### src/sar_pkg.sv
// package for storage attribute, cache control and exception enable block
package sar_pkg;

    localparam int ADDR_W = 6;
    localparam int DATA_W = 32;

    // register index map (word index, byte address is four times)
    localparam logic [5:0] IDX_GUARDED   = 6'h00;
    localparam logic [5:0] IDX_ENDIAN    = 6'h01;
    localparam logic [5:0] IDX_USER      = 6'h02;
    localparam logic [5:0] IDX_CORE_CFG  = 6'h03;
    localparam logic [5:0] IDX_ICACHEABLE = 6'h04;
    localparam logic [5:0] IDX_DCACHEABLE = 6'h05;
    localparam logic [5:0] IDX_WPOLICY   = 6'h06;
    localparam logic [5:0] IDX_VECTOR    = 6'h07;
    localparam logic [5:0] IDX_TIMER_CTL = 6'h08;
    localparam logic [5:0] IDX_MSTATE    = 6'h09;
    localparam logic [5:0] IDX_TB_LOWER  = 6'h0A;
    localparam logic [5:0] IDX_TB_UPPER  = 6'h0B;
    localparam logic [5:0] IDX_CTRL      = 6'h0C;
    localparam logic [5:0] IDX_STATUS    = 6'h0D;
    localparam logic [5:0] IDX_DCC_ADDR  = 6'h0E;

    // reset values
    localparam logic [31:0] RST_GUARDED   = 32'hFFFFFFFF;
    localparam logic [31:0] RST_ZERO      = 32'h00000000;
    localparam logic [31:0] RST_FETCH_PC  = 32'hFFFFFFFC;

    // machine state enable bits
    localparam int MS_CE_BIT = 17;
    localparam int MS_EE_BIT = 15;

    // timer control enable field (low bits), timer event input width
    localparam int TIMER_N = 3;

    // control register command bits
    localparam int CTL_ICINV_BIT  = 0;
    localparam int CTL_DCINV_BIT  = 1;
    localparam int CTL_SYNC_BIT   = 2;

    // core configuration fields
    localparam int CFG_NCREQ_LSB = 0;
    localparam int CFG_NCREQ_W   = 4;
    localparam logic [3:0] CFG_FULL_LINE = 4'h8;

    // data cache geometry
    localparam int DC_SETS     = 256;
    localparam int DC_STRIDE   = 32;
    localparam int DC_SET_W    = 8;
    localparam int DC_OFF_W    = 5;

    // effective attribute set presented to the access path
    typedef struct packed {
        logic [31:0] guarded;
        logic [31:0] endian;
        logic [31:0] user;
        logic [31:0] icacheable;
        logic [31:0] dcacheable;
        logic [31:0] wpolicy;
    } sar_attr_t;

    typedef enum logic [2:0] {
        SAR_ST_IDLE  = 3'b001,
        SAR_ST_ICINV = 3'b010,
        SAR_ST_DCINV = 3'b100
    } sar_state_t;

endpackage : sar_pkg

### src/sar_core.sv
// storage attribute, cache control and exception enable registers
//
// Summary of operation
// RL1: reset marks every region guarded
// RL2: software clears guard where not needed
// RL3: reset makes all memory big-endian
// RL4: user-defined attributes disabled after reset
// RL5: core configuration undefined until software writes
// RL6: software enables allocate on every miss
// RL7: software enables cacheable and noncacheable prefetch
// RL8: noncacheable request size set to eight words
// RL9: caches invalidated before enabling them
// RL10: reset clears instruction cacheability
// RL11: reset clears data cacheability
// RL12: per-region write-back or write-through policy
// RL13: internal exceptions always taken, never masked
// RL14: vector prefix forms handler table addresses
// RL15: timer exceptions gated by external enables
// RL16: external exceptions need machine state enables
// RL17: data cache invalidated one class per operation
// RL18: first fetch from top word address
// RL19: time base loaded lower-clear, upper, lower
// RL20: one operation invalidates whole instruction cache
// RL21: attribute writes apply after context sync
`timescale 1ns/1ps
`default_nettype none

module sar_core #(
    parameter int DC_SETS = sar_pkg::DC_SETS
) (
    input  wire logic                    i_clk,
    input  wire logic                    i_reset_n,
    input  wire logic [5:0]              i_addr,
    input  wire logic [31:0]             i_wdata,
    input  wire logic                    i_wr,
    input  wire logic                    i_rd,
    output logic [31:0]                  o_rdata,
    input  wire logic                    i_int_exc,
    input  wire logic                    i_ext_crit,
    input  wire logic                    i_ext_noncrit,
    input  wire logic [2:0]              i_timer_evt,
    output logic                         o_take_internal,
    output logic                         o_take_crit,
    output logic                         o_take_noncrit,
    output logic [31:0]                  o_vector_base,
    output sar_pkg::sar_attr_t           o_attr,
    output logic [31:0]                  o_core_cfg,
    output logic [31:0]                  o_first_fetch,
    output logic                         o_icache_inv,
    output logic                         o_dcache_inv,
    output logic [7:0]                   o_dcache_set
);

    logic [31:0]          guarded_attr_reg;
    logic [31:0]          endian_attr_reg;
    logic [31:0]          user_attr_reg;
    logic [31:0]          core_config_reg;
    logic [31:0]          icache_cacheable_reg;
    logic [31:0]          dcache_cacheable_reg;
    logic [31:0]          dcache_write_policy_reg;
    logic [31:0]          vector_prefix_reg;
    logic [31:0]          timer_control_reg;
    logic [31:0]          machine_state_reg;
    logic [31:0]          time_base_lower;
    logic [31:0]          time_base_upper;
    logic                 cfg_written_reg;
    logic                 ic_valid_reg;
    logic [DC_SETS-1:0]   dc_valid_reg;
    sar_pkg::sar_attr_t   attr_reg;
    sar_pkg::sar_state_t  state_reg;
    logic [7:0]           dc_set_reg;
    logic                 ic_pulse_reg;
    logic                 dc_pulse_reg;
    logic [31:0]          rdata_reg;
    logic                 tb_carry;
    logic [2:0]           timer_hit;

    function automatic logic hit(input logic [5:0] idx);
        hit = i_wr && (i_addr == idx);
    endfunction : hit

    // attribute and configuration registers
    always_ff @(posedge i_clk or negedge i_reset_n)
    begin
        if (!i_reset_n)
        begin
            guarded_attr_reg        <= sar_pkg::RST_GUARDED;  // [RL1]
            endian_attr_reg         <= sar_pkg::RST_ZERO;     // [RL3]
            user_attr_reg           <= sar_pkg::RST_ZERO;     // [RL4]
            core_config_reg         <= sar_pkg::RST_ZERO;
            icache_cacheable_reg    <= sar_pkg::RST_ZERO;     // [RL10]
            dcache_cacheable_reg    <= sar_pkg::RST_ZERO;     // [RL11]
            dcache_write_policy_reg <= sar_pkg::RST_ZERO;
            vector_prefix_reg       <= sar_pkg::RST_ZERO;
            timer_control_reg       <= sar_pkg::RST_ZERO;
            machine_state_reg       <= sar_pkg::RST_ZERO;     // [RL16]
            cfg_written_reg         <= 1'b0;
        end
        else
        begin
            if (hit(sar_pkg::IDX_GUARDED))
                guarded_attr_reg <= i_wdata;
            if (hit(sar_pkg::IDX_ENDIAN))
                endian_attr_reg <= i_wdata;
            if (hit(sar_pkg::IDX_USER))
                user_attr_reg <= i_wdata;
            if (hit(sar_pkg::IDX_CORE_CFG))
            begin
                core_config_reg <= i_wdata;  // [RL5]
                cfg_written_reg <= 1'b1;
            end
            if (hit(sar_pkg::IDX_ICACHEABLE))
                icache_cacheable_reg <= i_wdata;
            if (hit(sar_pkg::IDX_DCACHEABLE))
                dcache_cacheable_reg <= i_wdata;
            if (hit(sar_pkg::IDX_WPOLICY))
                dcache_write_policy_reg <= i_wdata;  // [RL12]
            if (hit(sar_pkg::IDX_VECTOR))
                vector_prefix_reg <= i_wdata;
            if (hit(sar_pkg::IDX_TIMER_CTL))
                timer_control_reg <= i_wdata;
            if (hit(sar_pkg::IDX_MSTATE))
                machine_state_reg <= i_wdata;
        end
    end

    // time base: lower carries into upper
    assign tb_carry = &time_base_lower;
    always_ff @(posedge i_clk or negedge i_reset_n)
    begin
        if (!i_reset_n)
        begin
            time_base_lower <= sar_pkg::RST_ZERO;
            time_base_upper <= sar_pkg::RST_ZERO;
        end
        else
        begin
            if (hit(sar_pkg::IDX_TB_LOWER))
                time_base_lower <= i_wdata;
            else
                time_base_lower <= time_base_lower + 32'h00000001;
            if (hit(sar_pkg::IDX_TB_UPPER))
                time_base_upper <= i_wdata;  // [RL19]
            else if (tb_carry && !hit(sar_pkg::IDX_TB_LOWER))
                time_base_upper <= time_base_upper + 32'h00000001;
        end
    end

    // effective attributes latched on context synchronization
    always_ff @(posedge i_clk or negedge i_reset_n)
    begin
        if (!i_reset_n)
        begin
            attr_reg.guarded    <= sar_pkg::RST_GUARDED;  // [RL1]
            attr_reg.endian     <= sar_pkg::RST_ZERO;     // [RL3]
            attr_reg.user       <= sar_pkg::RST_ZERO;
            attr_reg.icacheable <= sar_pkg::RST_ZERO;
            attr_reg.dcacheable <= sar_pkg::RST_ZERO;
            attr_reg.wpolicy    <= sar_pkg::RST_ZERO;
        end
        else if (hit(sar_pkg::IDX_CTRL) && i_wdata[sar_pkg::CTL_SYNC_BIT])
        begin
            attr_reg.guarded    <= guarded_attr_reg;  // [RL21]
            attr_reg.endian     <= endian_attr_reg;
            attr_reg.user       <= user_attr_reg;
            attr_reg.icacheable <= icache_cacheable_reg;
            attr_reg.dcacheable <= dcache_cacheable_reg;
            attr_reg.wpolicy    <= dcache_write_policy_reg;
        end
    end

    // cache invalidation sequencer
    always_ff @(posedge i_clk or negedge i_reset_n)
    begin
        if (!i_reset_n)
        begin
            state_reg    <= sar_pkg::SAR_ST_IDLE;
            dc_set_reg   <= 8'h00;
            ic_pulse_reg <= 1'b0;
            dc_pulse_reg <= 1'b0;
        end
        else
        begin
            ic_pulse_reg <= 1'b0;
            dc_pulse_reg <= 1'b0;
            unique case (state_reg)
                sar_pkg::SAR_ST_IDLE:
                begin
                    if (hit(sar_pkg::IDX_CTRL) && i_wdata[sar_pkg::CTL_ICINV_BIT])
                        state_reg <= sar_pkg::SAR_ST_ICINV;
                    else if (hit(sar_pkg::IDX_DCC_ADDR))
                    begin
                        // one congruence class per operation
                        dc_set_reg   <= i_wdata[sar_pkg::DC_OFF_W +: sar_pkg::DC_SET_W];  // [RL17]
                        state_reg    <= sar_pkg::SAR_ST_DCINV;
                    end
                end
                sar_pkg::SAR_ST_ICINV:
                begin
                    ic_pulse_reg <= 1'b1;  // [RL20]
                    state_reg    <= sar_pkg::SAR_ST_IDLE;
                end
                sar_pkg::SAR_ST_DCINV:
                begin
                    dc_pulse_reg <= 1'b1;
                    state_reg    <= sar_pkg::SAR_ST_IDLE;
                end
                default:
                    state_reg <= sar_pkg::SAR_ST_IDLE;
            endcase
        end
    end

    // valid tracking: contents unknown at reset, modelled as valid
    always_ff @(posedge i_clk or negedge i_reset_n)
    begin
        if (!i_reset_n)
        begin
            ic_valid_reg <= 1'b1;            // [RL9]
            dc_valid_reg <= '1;
        end
        else
        begin
            if (ic_pulse_reg)
                ic_valid_reg <= 1'b0;        // [RL20]
            if (dc_pulse_reg)
                dc_valid_reg[dc_set_reg] <= 1'b0;  // [RL17]
        end
    end

    // exception gating
    assign timer_hit       = i_timer_evt & timer_control_reg[sar_pkg::TIMER_N-1:0];
    assign o_take_internal = i_int_exc;  // [RL13]
    assign o_take_crit     = machine_state_reg[sar_pkg::MS_CE_BIT]
                             && (i_ext_crit || timer_hit[2]);  // [RL15] [RL16]
    assign o_take_noncrit  = machine_state_reg[sar_pkg::MS_EE_BIT]
                             && (i_ext_noncrit || (|timer_hit[1:0]));  // [RL15] [RL16]
    assign o_vector_base   = vector_prefix_reg;  // [RL14]
    assign o_attr          = attr_reg;
    assign o_core_cfg      = core_config_reg;  // [RL5] [RL8]
    assign o_first_fetch   = sar_pkg::RST_FETCH_PC;  // [RL18]
    assign o_icache_inv    = ic_pulse_reg;
    assign o_dcache_inv    = dc_pulse_reg;
    assign o_dcache_set    = dc_set_reg;

    // read port, data one cycle after strobe
    always_ff @(posedge i_clk or negedge i_reset_n)
    begin
        if (!i_reset_n)
            rdata_reg <= sar_pkg::RST_ZERO;
        else if (i_rd)
        begin
            unique case (i_addr)
                sar_pkg::IDX_GUARDED:    rdata_reg <= guarded_attr_reg;
                sar_pkg::IDX_ENDIAN:     rdata_reg <= endian_attr_reg;
                sar_pkg::IDX_USER:       rdata_reg <= user_attr_reg;
                sar_pkg::IDX_CORE_CFG:   rdata_reg <= core_config_reg;
                sar_pkg::IDX_ICACHEABLE: rdata_reg <= icache_cacheable_reg;
                sar_pkg::IDX_DCACHEABLE: rdata_reg <= dcache_cacheable_reg;
                sar_pkg::IDX_WPOLICY:    rdata_reg <= dcache_write_policy_reg;
                sar_pkg::IDX_VECTOR:     rdata_reg <= vector_prefix_reg;
                sar_pkg::IDX_TIMER_CTL:  rdata_reg <= timer_control_reg;
                sar_pkg::IDX_MSTATE:     rdata_reg <= machine_state_reg;
                sar_pkg::IDX_TB_LOWER:   rdata_reg <= time_base_lower;
                sar_pkg::IDX_TB_UPPER:   rdata_reg <= time_base_upper;
                sar_pkg::IDX_STATUS:     rdata_reg <= {27'h0000000, cfg_written_reg,
                                                       ic_valid_reg, state_reg};
                sar_pkg::IDX_DCC_ADDR:   rdata_reg <= {16'h0000, 8'h00, dc_set_reg};
                default:                 rdata_reg <= sar_pkg::RST_ZERO;
            endcase
        end
        else
            rdata_reg <= sar_pkg::RST_ZERO;
    end
    assign o_rdata = rdata_reg;

    // reset state of the attribute set
    chk_guard_reset: assert property (@(posedge i_clk)  // [RL1]
        $rose(i_reset_n) |-> o_attr.guarded == sar_pkg::RST_GUARDED)
        else $error("guarded not all set after reset");
    chk_endian_reset: assert property (@(posedge i_clk)  // [RL3] [RL4]
        $rose(i_reset_n) |-> o_attr.endian == sar_pkg::RST_ZERO && o_attr.user == sar_pkg::RST_ZERO)
        else $error("endian or user attr not clear after reset");
    chk_cache_reset: assert property (@(posedge i_clk)  // [RL10] [RL11]
        $rose(i_reset_n) |-> o_attr.icacheable == sar_pkg::RST_ZERO && o_attr.dcacheable == sar_pkg::RST_ZERO)
        else $error("cacheability not clear after reset");

    // attribute set moves only on a sync command
    chk_sync_apply: assert property (@(posedge i_clk) disable iff (!i_reset_n)  // [RL21]
        $changed(o_attr) |-> $past(i_wr && i_addr == sar_pkg::IDX_CTRL && i_wdata[sar_pkg::CTL_SYNC_BIT]))
        else $error("attributes changed without sync");
    chk_sync_copy: assert property (@(posedge i_clk) disable iff (!i_reset_n)  // [RL21] [RL12]
        i_wr && i_addr == sar_pkg::IDX_CTRL && i_wdata[sar_pkg::CTL_SYNC_BIT]
        |=> o_attr.guarded == $past(guarded_attr_reg) && o_attr.wpolicy == $past(dcache_write_policy_reg))
        else $error("sync did not copy the attribute registers");

    // cache invalidation
    chk_ic_inval: assert property (@(posedge i_clk) disable iff (!i_reset_n)  // [RL20]
        i_wr && i_addr == sar_pkg::IDX_CTRL && i_wdata[sar_pkg::CTL_ICINV_BIT] && state_reg == sar_pkg::SAR_ST_IDLE
        |-> ##2 o_icache_inv ##1 !ic_valid_reg)
        else $error("icache invalidate not done in time");
    chk_dc_class: assert property (@(posedge i_clk) disable iff (!i_reset_n)  // [RL17]
        o_dcache_inv |=> !dc_valid_reg[$past(o_dcache_set)])
        else $error("dcache class not invalidated");
    chk_dc_single: assert property (@(posedge i_clk) disable iff (!i_reset_n)  // [RL17]
        o_dcache_inv |=> !o_dcache_inv)
        else $error("dcache invalidate longer than one class");

    // exception gating
    chk_crit_gate: assert property (@(posedge i_clk) disable iff (!i_reset_n)  // [RL16]
        o_take_crit |-> machine_state_reg[sar_pkg::MS_CE_BIT])
        else $error("critical taken while disabled");
    chk_noncrit_take: assert property (@(posedge i_clk) disable iff (!i_reset_n)  // [RL16]
        i_ext_noncrit |-> o_take_noncrit == machine_state_reg[sar_pkg::MS_EE_BIT])
        else $error("noncritical take does not follow its enable");
    chk_timer_gate: assert property (@(posedge i_clk) disable iff (!i_reset_n)  // [RL15]
        (timer_hit[0] && machine_state_reg[sar_pkg::MS_EE_BIT]) |-> o_take_noncrit)
        else $error("enabled timer event not taken");
    chk_internal: assert property (@(posedge i_clk) disable iff (!i_reset_n)  // [RL13]
        i_int_exc |-> o_take_internal)
        else $error("internal exception masked");

    // register port
    chk_vector: assert property (@(posedge i_clk) disable iff (!i_reset_n)  // [RL14]
        i_wr && i_addr == sar_pkg::IDX_VECTOR |=> o_vector_base == $past(i_wdata))
        else $error("vector prefix not loaded");
    chk_core_cfg: assert property (@(posedge i_clk) disable iff (!i_reset_n)  // [RL5] [RL8]
        i_wr && i_addr == sar_pkg::IDX_CORE_CFG |=> cfg_written_reg && o_core_cfg == $past(i_wdata))
        else $error("core configuration not loaded");
    chk_rdata_idle: assert property (@(posedge i_clk) disable iff (!i_reset_n)
        !$past(i_rd) |-> o_rdata == sar_pkg::RST_ZERO)
        else $error("read data stands without a read");

    cov_ic_inv: cover property (@(posedge i_clk) disable iff (!i_reset_n) o_icache_inv);
    cov_dc_inv: cover property (@(posedge i_clk) disable iff (!i_reset_n) o_dcache_inv);
    cov_sync: cover property (@(posedge i_clk) disable iff (!i_reset_n) $changed(o_attr));
    cov_crit: cover property (@(posedge i_clk) disable iff (!i_reset_n) o_take_crit);
    cov_noncrit: cover property (@(posedge i_clk) disable iff (!i_reset_n) o_take_noncrit);

endmodule : sar_core

`default_nettype wire

### config.mk
export PLATFORM = sky130hd
export DESIGN_NAME = sar_core
export DESIGN_NICKNAME = d
export VERILOG_FILES = /design/src/sar_pkg.sv /design/src/sar_core.sv
export SDC_FILE = /design/constraint.sdc
export NUM_CORES = 1
export LEC_CHECK = 0
export CAP_MARGIN = 40
export CORE_ASPECT_RATIO = 1.2
export CORE_MARGIN = 2
export CORE_UTILIZATION = 65
export CTS_BUF_LIST = sky130_fd_sc_hd__clkbuf_2
export DETAILED_ROUTE_END_ITERATION = 6
export DONT_BUFFER_PORTS = 1
export PLACE_DENSITY = 0.81
export SLEW_MARGIN = 40
export SYNTH_ARGS = -nofsm -noshare
export SYNTH_HDL_FRONTEND = slang
export SYNTH_SLANG_ARGS = --single-unit
### constraint.sdc
create_clock -name i_clk -period 3.1 [get_ports i_clk]
set_input_delay 0.465 -clock i_clk [delete_from_list [all_inputs] [get_ports i_clk]]
set_output_delay 0.465 -clock i_clk [all_outputs]
set_load 0.01 [all_outputs]
==> results by group <==
Synth
  – Synth Cell Area: 27100 µm²
  – Syn Area/Cell: 13.1 µm²
  – Async set or reset register ratio after synthesis: 1.00
  – Yosys reg bits: 623
  – Dominant cells by area after synthesis: dfrtp_1 (51%), mux2_2 (22%), dfstp_2 (6.4%)
  – Yosys top cell area share: 0.514
  – Ys flop type: dfrtp_1
  – Cell taking the most area after synthesis: dfrtp_1
  – Sequential share of the synthesized area: 0.578
  – Post-synthesis cell count: approximately 2100
  – Netlist cell types: 65
  – YS warnings: 0
  – EDFF count, synth: 0

Critical path
  – Worst setup SP type: flip-flop
  – Reg2Reg Depth: 5
  – Kind of critical path: flip-flop to flip-flop
  – CP arrival: just under 4 ns
  – Critical Path Fanout Max: 25
  – FF-to-FF Start: time_base_lower[18]$_DFF_PN0_
  – RR Endpoint: time_base_upper[28]$_DFFE_PN0P_
  – Critical Path RT: 4.13 ns
  – Reg2Reg Setup Slack: 0.24 ns
  – Critical Path Sink Type: flip-flop

Global route
  – Initial antenna violation count: 14
  – Met2 Use GR: 0.626
  – GRT met3 Usage: 0.131
  – Grt peak-use layer: met2
  – Met1 GRT Util: 0.439
  – GRT overflow: 0
  – Largest net degree at the start of global routing: around 620
  – GRT Util Overall: 0.387
  – Vias in the first global route: between 15000 and 20000
  – First-pass GRT wire length: 124000 µm

Placed design
  – GP Congestion: ~0.95
  – PortBufs: 0
  – Hpwl dp: 54900 µm
  – Place WS: 0.344 ns

CTS
  – Num Clock Sinks: 623
  – CTS tree: built
  – Setup bufs post-CTS: 0
  – Clock-pin transition on the worst setup and hold timing paths: about 0.12 ns
  – H-tree Lvls: 4
  – Clk root buf: clkbuf_2
  – CTS Buffer Depth: 3
  – Post-CTS resize count: 0
  – TritonCTS Buffers: around 150
  – Hold_buf cts: 46
  – Clk_lat worst skew: around 1.2 ns

Final layout
  – Fill cells: 2792
  – Layout cells sized above 1: 0.400
  – Area growth syn-to-layout: 9.06%
  – Nets: roughly 2200
  – Max FFs per register: around 190
  – Post-route core utilization: 0.722

Timing
  – Max Fclk: ~350 MHz
  – RSZ-0062 raised after global routing: false
  – Fin Hold WS: -0.994 ns
  – Final Max Tran Viols: 175
  – TNS Setup: 0 ns
  – Clk_skew: about 0.064 ns
  – Slew headroom: -0.0864
  – Worst Setup Slack, final: 0.237 ns
  – Min cycle time layout: 2.86 ns
  – Fin crit share: 0.924
  – Setup violations, final: 0
  – Hold Vio Cnt, Final: 611
  – Worst-margin pin slew: about 1.6 ns

Routing
  – Initial DRC count: 1630
  – DR vias: 18900
  – Post-route DRC: 0
  – Drt first pass iters: 5
  – DRT antenna net count: 0
  – DR WL/cell: 29.5 µm
  – Vias per cell: 6.66
  – Total wire length: around 84000 µm

Power and ir drop
  – LEAKAGE: 14.1 nW
  – Worst vdd ir: roughly 0.00042 V
  – Final total power: 17.0 mW
  – PwrDens: approximately 570 nW/µm²

Flow run
  – Max_cap viols: 0

Floorplanning
  – Die area: between 40000 and 50000 µm²
  – Cell Rows: 81
  – Initial core utilization: 0.662
  – Core area: 40900 µm²
  – Die height: 228 µm
  – Ports: 381
  – Die width: around 190 µm

Min path
  – Type of the tightest min-delay check: input port to asynchronous set/reset pin

Status
  – Failing checks: negative hold slack, max-slew violations
  – Outcome: finished with violations
## layout make-up
| cell class | instances | area (µm²) | area share |
|---|---|---|---|
| Multi-Input combinational cell | 1266 | 10700 | 0.362 |
| Clock inverter | 54 | 318 | 0.0107 |
| Timing Repair Buffer | 105 | 1020 | 0.0346 |
| Antenna cell | 12 | 30.0 | 0.00102 |
| Sequential cell | 623 | 15700 | 0.530 |
| Tap cell | 539 | 674 | 0.0228 |
| Clock buffer | 221 | 1110 | 0.0374 |
| Inverter | 12 | 45.0 | 0.00152 |
## critical path, cell delays in order (launching register included)
cell and delay [ns]:
dfrtp_1 0.48, nand4_1 0.22, or4_4 0.54, or3_1 0.71, or4_1 0.60, a31oi_1 0.18
## where the power goes
part,internal (mW),switching [mW]
logic,0.779,0.628
registers,9.00,1.06
clock network,2.18,3.33
## cell usage after synthesis, drive strengths merged (2+ instances only)
library cell and number:
a221oi 35, dfrtp 557, a31oi 41, mux2i 9, ha 2, o31ai 4
nor3b 3, nand2b 3, nor4 18, a21oi 48, dfstp 66, nand2 59
and3 39, nand3 61, a2111oi 5, a41oi 3, xnor2 25, a22o 69
buf 77, or4b 3, o31a 3, nand3b 2, nand4 22, mux2 523
nor3 21, and4 16, and2 7, nor2 82, conb 2, nor2b 5
a222oi 4, a22oi 58, inv 12, o21ai 13, o311ai 2, or4 12
or3b 2, o211ai 3, clkbuf 115, or3 12, xor2 8
## routing by layer
metal  up-vias  routed length (µm)  part of all wire
met3       287                8930              0.11
met5         -                  12           0.00014
met2      1148               40900              0.49
li1       7867                   -                 -
met1      9550               28300              0.34
met4         2                5350             0.064
## kinds of logic (layout without fill, tap and decap cells)
logic type                 Yosys count  count (layout)  synth area share
AOI/OAI and AO/OA                  297             297            0.0814
xor gates and xnor gates            33              33            0.0107
and+or+nand+nor                    370             370            0.0737
muxes                              532             532             0.220
DFF                                623             623             0.578
other                                2              44          0.000277
adders and majority gates            2               2          0.000923
buffers and inverters              204             392            0.0346
## per-stage QoR
stage          cells  instance area, µm²
6_report        2832               29600
5_1_grt         2827               29600
4_1_cts         2819               29500
3_5_place_dp    2498               27600
3_3_place_gp    2498               27600
2_1_floorplan   2093               27200
## worst max-delay path by stage
stage	startpoint	endpoint	slack, ns	cells after the start
after floorplan	i_addr[5]	time_base_upper[1]$_DFFE_PN0P_	0.56	10
after global placement	time_base_lower[18]$_DFF_PN0_	time_base_upper[26]$_DFFE_PN0P_	0.41	5
after detailed placement	time_base_lower[0]$_DFF_PN0_	time_base_upper[26]$_DFFE_PN0P_	0.34	6
after CTS	time_base_lower[18]$_DFF_PN0_	time_base_upper[28]$_DFFE_PN0P_	0.26	5
after global routing	time_base_lower[18]$_DFF_PN0_	time_base_upper[26]$_DFFE_PN0P_	0.06	5
final	time_base_lower[18]$_DFF_PN0_	time_base_upper[28]$_DFFE_PN0P_	0.24	5
## cell usage in the layout (no fill, tap or decap), types with 8 or more instances in the layout
cell / n
a21oi_1: 48
a221oi_1: 35
a22o_1: 69
a22oi_1: 58
a31oi_1: 41
and3_1: 39
and4_1: 16
buf_12: 8
buf_4: 50
clkbuf_2: 221
clkinv_1: 35
conb_1: 32
dfrtp_1: 557
dfstp_2: 66
diode_2: 12
dlygate4sd3_1: 46
inv_1: 12
mux2_2: 521
mux2i_1: 9
nand2_1: 54
nand3_1: 61
nand4_1: 21
nor2_1: 75
nor3_1: 17
nor4_1: 15
o21ai_1: 8
or3_1: 12
or4_1: 10
xnor2_1: 25
xor2_1: 8
No activity file was read; power rests on OpenSTA's default activity.
